File: src/logic/playback_pkg.sv
// Shared constants for the waveform playback trigger controller
`default_nettype none
package playback_pkg;
   // ----------------------------------------
   // Timing
   // ----------------------------------------
   localparam int unsigned CLK_FREQ_HZ   = 10_000_000;
   localparam int unsigned NS_PER_S      = 1_000_000_000;
   localparam int unsigned CLK_PERIOD_NS = NS_PER_S / CLK_FREQ_HZ;

   // ----------------------------------------
   // Widths
   // ----------------------------------------
   localparam int ADDR_W = 8;
   localparam int DATA_W = 32;
   localparam int IDX_W  = 16;
   localparam int SEG_W  = 8;
   localparam int REP_W  = 16;
   localparam int DLY_W  = 24;
   localparam int DIV_W  = 16;

   // ----------------------------------------
   // Register offsets
   // ----------------------------------------
   localparam logic [7:0] OFS_CTRL   = 8'h00;
   localparam logic [7:0] OFS_REPEAT = 8'h04;
   localparam logic [7:0] OFS_DELAY  = 8'h08;
   localparam logic [7:0] OFS_SEGIDX = 8'h0C;
   localparam logic [7:0] OFS_CLKDIV = 8'h10;
   localparam logic [7:0] OFS_EXEC   = 8'h14;
   localparam logic [7:0] OFS_STATUS = 8'h18;
   localparam logic [7:0] OFS_LENGTH = 8'h1C;
   localparam logic [7:0] OFS_NSEG   = 8'h20;

   // ----------------------------------------
   // Control field positions
   // ----------------------------------------
   localparam int CTRL_W       = 15;
   localparam int F_ENABLE     = 0;
   localparam int F_SOURCE     = 1;
   localparam int F_MODE_LO    = 2;
   localparam int F_CSUB_LO    = 4;
   localparam int F_SPOL_LO    = 6;
   localparam int F_GATE_HIGH  = 8;
   localparam int F_SLOPE_FALL = 9;
   localparam int F_DLY_EN     = 10;
   localparam int F_DLY_TIME   = 11;
   localparam int F_IS_SEQ     = 12;
   localparam int F_SEQ_LO     = 13;

   // ----------------------------------------
   // Reset values
   // ----------------------------------------
   localparam logic [CTRL_W-1:0] RST_CTRL   = 15'h0100;
   localparam logic [REP_W-1:0]  RST_REPEAT = 16'h0001;
   localparam logic [DLY_W-1:0]  RST_DELAY  = 24'h000000;
   localparam logic [SEG_W-1:0]  RST_SEGIDX = 8'h00;
   localparam logic [DIV_W-1:0]  RST_CLKDIV = 16'h0000;
   localparam logic [IDX_W-1:0]  RST_LENGTH = 16'h0100;
   localparam logic [SEG_W-1:0]  RST_NSEG   = 8'h01;

   // ----------------------------------------
   // Encodings
   // ----------------------------------------
   localparam logic [1:0] MODE_CONT   = 2'h0;
   localparam logic [1:0] MODE_SINGLE = 2'h1;
   localparam logic [1:0] MODE_GATED  = 2'h2;
   localparam logic [1:0] MODE_REPEAT = 2'h3;
   localparam logic [1:0] CSUB_AUTO   = 2'h0;
   localparam logic [1:0] CSUB_TRIG   = 2'h1;
   localparam logic [1:0] CSUB_RT     = 2'h2;
   localparam logic [1:0] SPOL_IGNORE = 2'h0;
   localparam logic [1:0] SPOL_BUFFER = 2'h1;
   localparam logic [1:0] SPOL_RT     = 2'h2;
   localparam logic [1:0] SEQ_SINGLE  = 2'h0;
   localparam logic [1:0] SEQ_ORDER   = 2'h1;
   localparam logic [1:0] SEQ_FULL    = 2'h2;

   typedef enum logic [1:0] {ST_OFF, ST_WAIT, ST_RUN} play_state_t;
endpackage : playback_pkg
`default_nettype wire

File: src/logic/rate_divider.sv
// Sample rate enable divider
`default_nettype none
module rate_divider
   import playback_pkg::*;
(
   input  wire logic             ref_clk,
   input  wire logic             rstn,
   input  wire logic [DIV_W-1:0] div_val,
   output logic                  sample_en
);
   logic [DIV_W-1:0] cnt_q;

   // Divide by div_val+1; zero gives a sample every cycle
   assign sample_en = (cnt_q >= div_val);

   always_ff @(posedge ref_clk or negedge rstn) begin
      if (!rstn) begin
         cnt_q <= '0;
      end else begin
         cnt_q <= sample_en ? '0 : cnt_q + 16'h0001;
      end
   end
endmodule : rate_divider
`default_nettype wire

File: src/logic/ext_trig_cond.sv
// External trigger edge detect and delay
`default_nettype none
module ext_trig_cond
   import playback_pkg::*;
(
   input  wire logic             ref_clk,
   input  wire logic             rstn,
   input  wire logic             ext_in,
   input  wire logic             slope_fall,
   input  wire logic             dly_en,
   input  wire logic             dly_time,
   input  wire logic [DLY_W-1:0] dly_val,
   input  wire logic             sample_en,
   output logic                  fire,
   output logic                  dly_busy
);
   logic             prev_q;
   logic             busy_q;
   logic             fire_q;
   logic [DLY_W:0]   acc_q;
   logic             edge_hit;
   logic             dly_done;
   logic [DLY_W:0]   acc_step;

   assign edge_hit = slope_fall ? (prev_q & ~ext_in) : (~prev_q & ext_in);
   // Time unit accumulates nanoseconds per clock, sample unit counts samples
   assign acc_step = dly_time ? (DLY_W+1)'(CLK_PERIOD_NS) : {{DLY_W{1'b0}}, sample_en};
   assign dly_done = busy_q & (acc_q >= {1'b0, dly_val});
   assign fire     = fire_q;
   assign dly_busy = busy_q;

   always_ff @(posedge ref_clk or negedge rstn) begin
      if (!rstn) begin
         prev_q <= 1'b0;
         busy_q <= 1'b0;
         fire_q <= 1'b0;
         acc_q  <= '0;
      end else begin
         prev_q <= ext_in;
         fire_q <= (edge_hit & ~dly_en) | dly_done;
         // Edges during a running delay are dropped, one delay at a time
         if (dly_done) begin
            busy_q <= 1'b0;
         end else if (edge_hit & dly_en & ~busy_q) begin
            busy_q <= 1'b1;
            acc_q  <= '0;
         end else if (busy_q) begin
            acc_q  <= acc_q + acc_step;
         end
      end
   end
endmodule : ext_trig_cond
`default_nettype wire

File: src/logic/arb_playback_trigger_ctrl.sv
// Trigger and playback control for the arbitrary waveform player
`default_nettype none
module arb_playback_trigger_ctrl
   import playback_pkg::*;
(
   input  wire logic              ref_clk,
   input  wire logic              rstn,
   input  wire logic [ADDR_W-1:0] reg_addr,
   input  wire logic [DATA_W-1:0] reg_wdata,
   input  wire logic              reg_wr,
   input  wire logic              reg_rd,
   output logic      [DATA_W-1:0] reg_rdata,
   input  wire logic              ext_trig_in,
   output logic      [SEG_W-1:0]  sample_seg,
   output logic      [IDX_W-1:0]  sample_idx,
   output logic                   sample_valid,
   output logic                   other_mod_off
);
   // ----------------------------------------
   // Registers
   // ----------------------------------------
   logic [CTRL_W-1:0] ctrl_q;
   logic [REP_W-1:0]  repeat_q;
   logic [DLY_W-1:0]  delay_q;
   logic [SEG_W-1:0]  segidx_q;
   logic [DIV_W-1:0]  clkdiv_q;
   logic [IDX_W-1:0]  length_q;
   logic [SEG_W-1:0]  nseg_q;
   logic [DATA_W-1:0] rdata_q;

   wire wr_ctrl   = reg_wr & (reg_addr == OFS_CTRL);
   wire wr_repeat = reg_wr & (reg_addr == OFS_REPEAT);
   wire wr_delay  = reg_wr & (reg_addr == OFS_DELAY);
   wire wr_segidx = reg_wr & (reg_addr == OFS_SEGIDX);
   wire wr_clkdiv = reg_wr & (reg_addr == OFS_CLKDIV);
   wire wr_exec   = reg_wr & (reg_addr == OFS_EXEC);
   wire wr_length = reg_wr & (reg_addr == OFS_LENGTH);
   wire wr_nseg   = reg_wr & (reg_addr == OFS_NSEG);

   wire       enable     = ctrl_q[F_ENABLE];
   wire       src_ext    = ctrl_q[F_SOURCE];
   wire [1:0] mode       = ctrl_q[F_MODE_LO +: 2];
   wire [1:0] csub       = ctrl_q[F_CSUB_LO +: 2];
   wire [1:0] spol       = ctrl_q[F_SPOL_LO +: 2];
   wire       gate_high  = ctrl_q[F_GATE_HIGH];
   wire       is_seq     = ctrl_q[F_IS_SEQ];
   wire [1:0] seq_mode   = ctrl_q[F_SEQ_LO +: 2];

   always_ff @(posedge ref_clk or negedge rstn) begin
      if (!rstn) begin
         ctrl_q   <= RST_CTRL;
         repeat_q <= RST_REPEAT;
         delay_q  <= RST_DELAY;
         segidx_q <= RST_SEGIDX;
         clkdiv_q <= RST_CLKDIV;
         length_q <= RST_LENGTH;
         nseg_q   <= RST_NSEG;
      end else begin
         if (wr_ctrl)   ctrl_q   <= reg_wdata[CTRL_W-1:0];
         if (wr_repeat) repeat_q <= reg_wdata[REP_W-1:0];
         if (wr_delay)  delay_q  <= reg_wdata[DLY_W-1:0];
         if (wr_segidx) segidx_q <= reg_wdata[SEG_W-1:0];
         if (wr_clkdiv) clkdiv_q <= reg_wdata[DIV_W-1:0];
         if (wr_length) length_q <= reg_wdata[IDX_W-1:0];
         if (wr_nseg)   nseg_q   <= reg_wdata[SEG_W-1:0];
      end
   end

   // ----------------------------------------
   // Sample rate and external trigger
   // ----------------------------------------
   logic sample_en;
   logic ext_fire;
   logic dly_busy;

   rate_divider u_div (
      .ref_clk   (ref_clk),
      .rstn      (rstn),
      .div_val   (clkdiv_q),
      .sample_en (sample_en)
   );

   ext_trig_cond u_ext (
      .ref_clk    (ref_clk),
      .rstn       (rstn),
      .ext_in     (ext_trig_in),
      .slope_fall (ctrl_q[F_SLOPE_FALL]),
      .dly_en     (ctrl_q[F_DLY_EN]),
      .dly_time   (ctrl_q[F_DLY_TIME]),
      .dly_val    (delay_q),
      .sample_en  (sample_en),
      .fire       (ext_fire),
      .dly_busy   (dly_busy)
   );

   wire trig     = src_ext ? ext_fire : wr_exec;
   wire gate_act = ~(ext_trig_in ^ gate_high);

   // ----------------------------------------
   // Sample walk
   // ----------------------------------------
   play_state_t       st_q;
   play_state_t       st_d;
   logic [IDX_W-1:0]  idx_q;
   logic [SEG_W-1:0]  seg_q;
   logic [REP_W-1:0]  rep_q;
   logic [REP_W-1:0]  rep_d;
   logic              pend_q;
   logic              pend_d;
   logic              restart;
   logic              valid_q;

   // Plain files always play segment zero
   wire seq_sel    = is_seq & (seq_mode == SEQ_SINGLE);
   wire seq_walk   = is_seq & (seq_mode != SEQ_SINGLE);
   wire [SEG_W-1:0] first_seg = (is_seq & (seq_mode != SEQ_FULL)) ? segidx_q : 8'h00;
   wire [IDX_W-1:0] len_m1    = (length_q == 16'h0000) ? 16'h0000 : length_q - 16'h0001;
   wire [SEG_W-1:0] nseg_m1   = (nseg_q == 8'h00) ? 8'h00 : nseg_q - 8'h01;
   wire last_sample = (idx_q == len_m1);
   wire seg_last    = ~seq_walk | (seg_q >= nseg_m1);
   wire step        = (st_q == ST_RUN) & sample_en & ((mode != MODE_GATED) | gate_act);
   wire pass_end    = step & last_sample & seg_last;
   wire [REP_W-1:0] rep_load  = (repeat_q == 16'h0000) ? 16'h0001 : repeat_q;

   always_comb begin
      st_d    = st_q;
      rep_d   = rep_q;
      pend_d  = pend_q;
      restart = 1'b0;
      case (st_q)
         ST_OFF: begin
            if (enable) begin
               restart = 1'b1;
               st_d    = (((mode == MODE_CONT) & (csub == CSUB_AUTO)) | (mode == MODE_GATED)) ? ST_RUN : ST_WAIT;
            end
         end
         ST_WAIT: begin
            if (trig & (mode != MODE_GATED)) begin
               restart = 1'b1;
               st_d    = ST_RUN;
               rep_d   = rep_load;
               pend_d  = 1'b0;
            end
         end
         ST_RUN: begin
            case (mode)
               MODE_CONT: begin
                  restart = trig & (csub == CSUB_RT);
               end
               MODE_SINGLE: begin
                  if (trig & (spol == SPOL_RT)) begin
                     restart = 1'b1;
                  end else if (pass_end) begin
                     if (pend_q | (trig & (spol == SPOL_BUFFER))) begin
                        restart = 1'b1;
                        // A retrigger in the same cycle as a pending replay buffers the next pass
                        pend_d  = pend_q & trig & (spol == SPOL_BUFFER);
                     end else begin
                        st_d = ST_WAIT;
                     end
                  end else if (trig & (spol == SPOL_BUFFER)) begin
                     pend_d = 1'b1;
                  end
               end
               MODE_REPEAT: begin
                  if (pass_end) begin
                     if (rep_q <= 16'h0001) begin
                        st_d = ST_WAIT;
                     end else begin
                        rep_d = rep_q - 16'h0001;
                     end
                  end
               end
               default: begin
                  restart = 1'b0;
               end
            endcase
         end
         default: begin
            st_d = ST_OFF;
         end
      endcase
      // A control write or disable returns to idle so stale state cannot play
      if (!enable | wr_ctrl) begin
         st_d    = ST_OFF;
         restart = 1'b0;
         pend_d  = 1'b0;
      end
   end

   always_ff @(posedge ref_clk or negedge rstn) begin
      if (!rstn) begin
         st_q   <= ST_OFF;
         rep_q  <= '0;
         pend_q <= 1'b0;
      end else begin
         st_q   <= st_d;
         rep_q  <= rep_d;
         pend_q <= pend_d;
      end
   end

   always_ff @(posedge ref_clk or negedge rstn) begin
      if (!rstn) begin
         idx_q   <= '0;
         seg_q   <= '0;
         valid_q <= 1'b0;
      end else begin
         // The closing sample of a pass still leaves before a replay
         valid_q <= step & (~restart | pass_end);
         if (restart) begin
            idx_q <= '0;
            seg_q <= first_seg;
         end else if (step) begin
            idx_q <= last_sample ? 16'h0000 : idx_q + 16'h0001;
            if (last_sample) begin
               seg_q <= seg_last ? first_seg : seg_q + 8'h01;
            end
         end
      end
   end

   assign sample_idx    = idx_q;
   assign sample_seg    = seg_q;
   assign sample_valid  = valid_q;
   assign other_mod_off = enable;

   // ----------------------------------------
   // Read back
   // ----------------------------------------
   wire [DATA_W-1:0] status_word = {rep_q, seg_q, 4'h0, dly_busy, pend_q, st_q == ST_WAIT, st_q == ST_RUN};
   wire [DATA_W-1:0] rd_mux =
      (reg_addr == OFS_CTRL)   ? {17'h00000, ctrl_q} :
      (reg_addr == OFS_REPEAT) ? {16'h0000, repeat_q} :
      (reg_addr == OFS_DELAY)  ? {8'h00, delay_q} :
      (reg_addr == OFS_SEGIDX) ? {24'h000000, segidx_q} :
      (reg_addr == OFS_CLKDIV) ? {16'h0000, clkdiv_q} :
      (reg_addr == OFS_STATUS) ? status_word :
      (reg_addr == OFS_LENGTH) ? {16'h0000, length_q} :
      (reg_addr == OFS_NSEG)   ? {24'h000000, nseg_q} : 32'h00000000;

   always_ff @(posedge ref_clk or negedge rstn) begin
      if (!rstn) begin
         rdata_q <= '0;
      end else begin
         rdata_q <= reg_rd ? rd_mux : 32'h00000000;
      end
   end
   assign reg_rdata = rdata_q;
endmodule : arb_playback_trigger_ctrl
`default_nettype wire

File: config.mk
export PLATFORM = sky130hd
export DESIGN_NAME = arb_playback_trigger_ctrl
export DESIGN_NICKNAME = d
export VERILOG_FILES = /design/src/logic/playback_pkg.sv /design/src/logic/rate_divider.sv /design/src/logic/ext_trig_cond.sv /design/src/logic/arb_playback_trigger_ctrl.sv
export SDC_FILE = /design/constraint.sdc
export NUM_CORES = 1
export LEC_CHECK = 0
export ABC_AREA = 1
export ABC_CLOCK_PERIOD_IN_PS = 8400
export BUFFER_PORTS_ARGS = -buffer_cell sky130_fd_sc_hd__buf_2
export CORE_ASPECT_RATIO = 1.25
export CORE_UTILIZATION = 45
export DETAILED_ROUTE_END_ITERATION = 10
export GPL_TIMING_DRIVEN = 0
export HOLD_SLACK_MARGIN = 0.06
export PLACE_DENSITY_LB_ADDON = 0.1
export SKIP_LAST_GASP = 1
export SLEW_MARGIN = 10
export SYNTH_ARGS = -nofsm -noshare
export SYNTH_HDL_FRONTEND = slang
export SYNTH_SLANG_ARGS = --single-unit
export TNS_END_PERCENT = 1
File: constraint.sdc
create_clock -name ref_clk -period 8.4 [get_ports ref_clk]
set_input_delay 0.84 -clock ref_clk [delete_from_list [all_inputs] [get_ports ref_clk]]
set_output_delay 0.84 -clock ref_clk [all_outputs]
set_load 0.05 [all_outputs]
==> impl_metrics.ini <==
[cells_and_area]
fillers = 2992
fin_util_pct = 52.4
fin_nets = 2035
final_cells = 2342
area_growth_pct = 14.2
final_area_mm2 = 0.0154
drive_gt1_share_pct = 9.46

[clock_network]
post_cts_buffers = 0
htreeDepth = 1
clk_path_buf_depth = 3
cts_sinks = 223
clock-root-buffer = clkbuf_16
cts_tree = built
path_clk_slew_ps = 60
clk_latency_ps = 560
numCtsBuffers = 26
holdBufCountCts = 0
cts_resized = 0

[critical_path]
cp_common_cell = nand2_1
crit_slowest_cell = clkbuf_1
crit_required_ps = 8850
endpoint_kind = flop
cpPeakStageDelay_ps = 450
cp.arrival_ps = 4730
crit_chain = inv_1 > ha_1 > nand2_1 > inv_1 > nand3_1 > nor3_1 > nand2_1 > nand3_1 > clkbuf_1 > nand2_1 > inv_1 > ha_1 > ha_1 > nand2_1 > a21oi_1 > nand2_1 > o21ai_0 > nand3_1 > xor2_1 > o31ai_1
start_kind = flop
crit_fanout = 10
path_class = reg2reg

[synthesis]
synthFlopType = dfrtp_1
synth.net_count = 1912
avgSynthCellArea_um2 = 7.50
syn_area_mm2 = 0.0135
synth_cell_types = 51
synth_top_area_share_pct = 40.6
synth-edff-count = 0
synth_top_area_cell = dfrtp_1
ys_seq_area_share_pct = 41.3
synth.area.top_cells = dfrtp_1 (41%), nand2_1 (11%), o21ai_0 (6.9%)
async_reset_ff_share_pct = 100
synth_warnings = 0
synthCells = 1802
synth_seq_cells = 223

[pwr]
p_sw_share_pct = 38.9
leakage_uw = 0.00745
total_power_uw = 3730
seqPwrFrac_pct = 35.2
p_sw_uw = 1450
ir_worst_vdd_mv = 0.238
pwr_density_cell_mw_per_mm2 = 242
intPower_uw = 2280
clkPwrFrac_pct = 31.5
combPwrFrac_pct = 33.3

[timing]
setup_viol = 0
timing_hold_violations_final = 0
rsz0062_at_grt = no
tightest_slew_ps = 1120
finalCritPeriodShare_pct = 51.0
skew_ps = 18.4
max_freq_mhz = 234
slew_violations = 0
min_period_ps = 4280
max-slew-margin-rel_pct = 23.7
fin_tns_setup_ps = 0

[floorplan]
dieHeight_um = 196
die_area_mm2 = 0.0307
pin_count = 103
die_w_um = 157
coreArea_mm2 = 0.0294
start_util_pct = 45.9
fp-row-count = 70

[global_routing]
track_usage_pct = 29.6
grt_pass1_vias = 12600
grt_max_degree = 87
grt-ovfl-total = 0
antenna_found_initial = 1
grt_pass1_wl_um = 69200

[route]
drtAntennaViolNets = 0
first_pass_iters = 6
vias_per_cell = 5.50
wl_per_cell_um = 18.8
wirelength_um = 44000
drc = 0
vias = 12900
first_iter_violations = 1021

[flow_run]
max_cap_viol_count = 0

[placed_design]
dp_cells = 2293
dpl.hpwl_um = 33900
post_dp_cell_area_mm2 = 0.0145
place.gp.congestion = 0.935
port_buffers = 93

[outcome]
status = complete, no violations

[min_path]
hold_path.class = in2async
-- metal layers --
metal  up-vias  GRT usage (%)  wire, um
met5         -              0        12
met4         2           12.5      1810
met3        98           4.09      2350
met2       389           50.5     21600
met1      6140           37.2     18200
li1       6243              -         -
-- metrics by stage --
stage	hold WS (ps)	worst slack (ps)
finish	199	4120
global route	234	3770
CTS	206	4080
detailed placement	473	4110
global placement	466	2480
floorplan	453	5280
-- placed cells by master, fill, tap and decap left out, types with 9 or more instances in the layout --
master     netlist  layout
clkbuf_1        41      48
o21ai_0        185     185
nand3_1        120     120
dfrtp_1        219     219
nand2_1        399     399
o211ai_1        30      30
xor2_1          31      31
nor3_1          38      38
nor2_1         162     162
ha_1            65      65
nor4_1          15      15
xnor2_1          9       9
clkbuf_16        0      27
nand4_1         37      37
buf_2            6      98
nor3b_1          9       9
o21ai_1         17      17
a21oi_1         86      86
inv_1          232     232
-- layout make-up --
type                            count  area (um2)  share of cell area (%)
Timing Repair Buffer               95         531                    3.44
Buffer                             56         256                    1.66
Clock inverter                      8         101                   0.657
Antenna cell                        1        2.50                  0.0162
Clock buffer                       40         785                    5.09
Inverter                          238         893                    5.79
Tap cell                          396         495                    3.21
Sequential cell                   223        5590                    36.2
Multi-Input combinational cell   1285        6780                    43.9
-- power groups by stage --
stage                     clock network, uW  registers, uW  logic [uW]
final                                  1170           1310        1240
after CTS                              1200           1310        1240
after detailed placement                  0           1330        1230
after floorplan                           0           1300         876
after global placement                    0           1330        1210
after global routing                   1240           1330        1400
-- path summary, 6_finish.rpt --
| path | start | endpoint | slack, ps | cells past startpoint |
|---|---|---|---|---|
| setup / recovery | clkdiv_q[15] | u_ext.acc_q[16] | 4120 | 20 |
| hold / removal | rstn | sample_idx[6] | 200 | 1 |
| setup reg to reg | clkdiv_q[15] | u_ext.acc_q[16] | 4120 | 20 |
| hold reg to reg | delay_q[9] | delay_q[9] | 490 | 2 |
| max in group asynchronous | rstn | u_ext.acc_q[13] | 7390 | 2 |
| min in group ref_clk | ext_trig_in | u_ext.prev_q | 470 | 1 |
-- cell usage after synthesis, types with 6 or more instances --
cell type	n
nand2_1	399
inv_1	232
dfrtp_1	219
o21ai_0	185
nor2_1	162
nand3_1	120
a21oi_1	86
ha_1	65
clkbuf_1	41
nor3_1	38
nand4_1	37
xor2_1	31
o211ai_1	30
o21ai_1	17
nor4_1	15
nor3b_1	9
xnor2_1	9
a31oi_1	8
o221ai_1	8
buf_2	6
nand2_2	6
o22ai_1	6
-- registers in the layout, indices dropped and copies added (netlist names), 2 cells and up --
signal / cells
clkdiv_q: 16
ctrl_q: 15
delay_q: 24
length_q: 16
nseg_q: 8
reg_rdata: 32
rep_q: 16
repeat_q: 16
sample_idx: 16
sample_seg: 8
segidx_q: 8
st_q: 2
u_div.cnt_q: 16
u_ext.acc_q: 25
-- kinds of logic after synthesis --
| family | synth area share, % |
|---|---|
| compound gates | 15.2 |
| simple gates | 26.3 |
| flops | 41.3 |
| xor+xnor | 2.59 |
| fa+ha+maj | 6.02 |
| buf+inv | 8.51 |
-- critical path, delay by kind of cell (launching register included) --
kind	cells	cell delay (ps)
DFF	1	350
xor gates and xnor gates	1	190
AOI/OAI and AO/OA	3	860
adders and majority gates	3	720
and+or+nand+nor	9	1380
buffers and inverters	4	690
(Power assumes the default switching activity.)
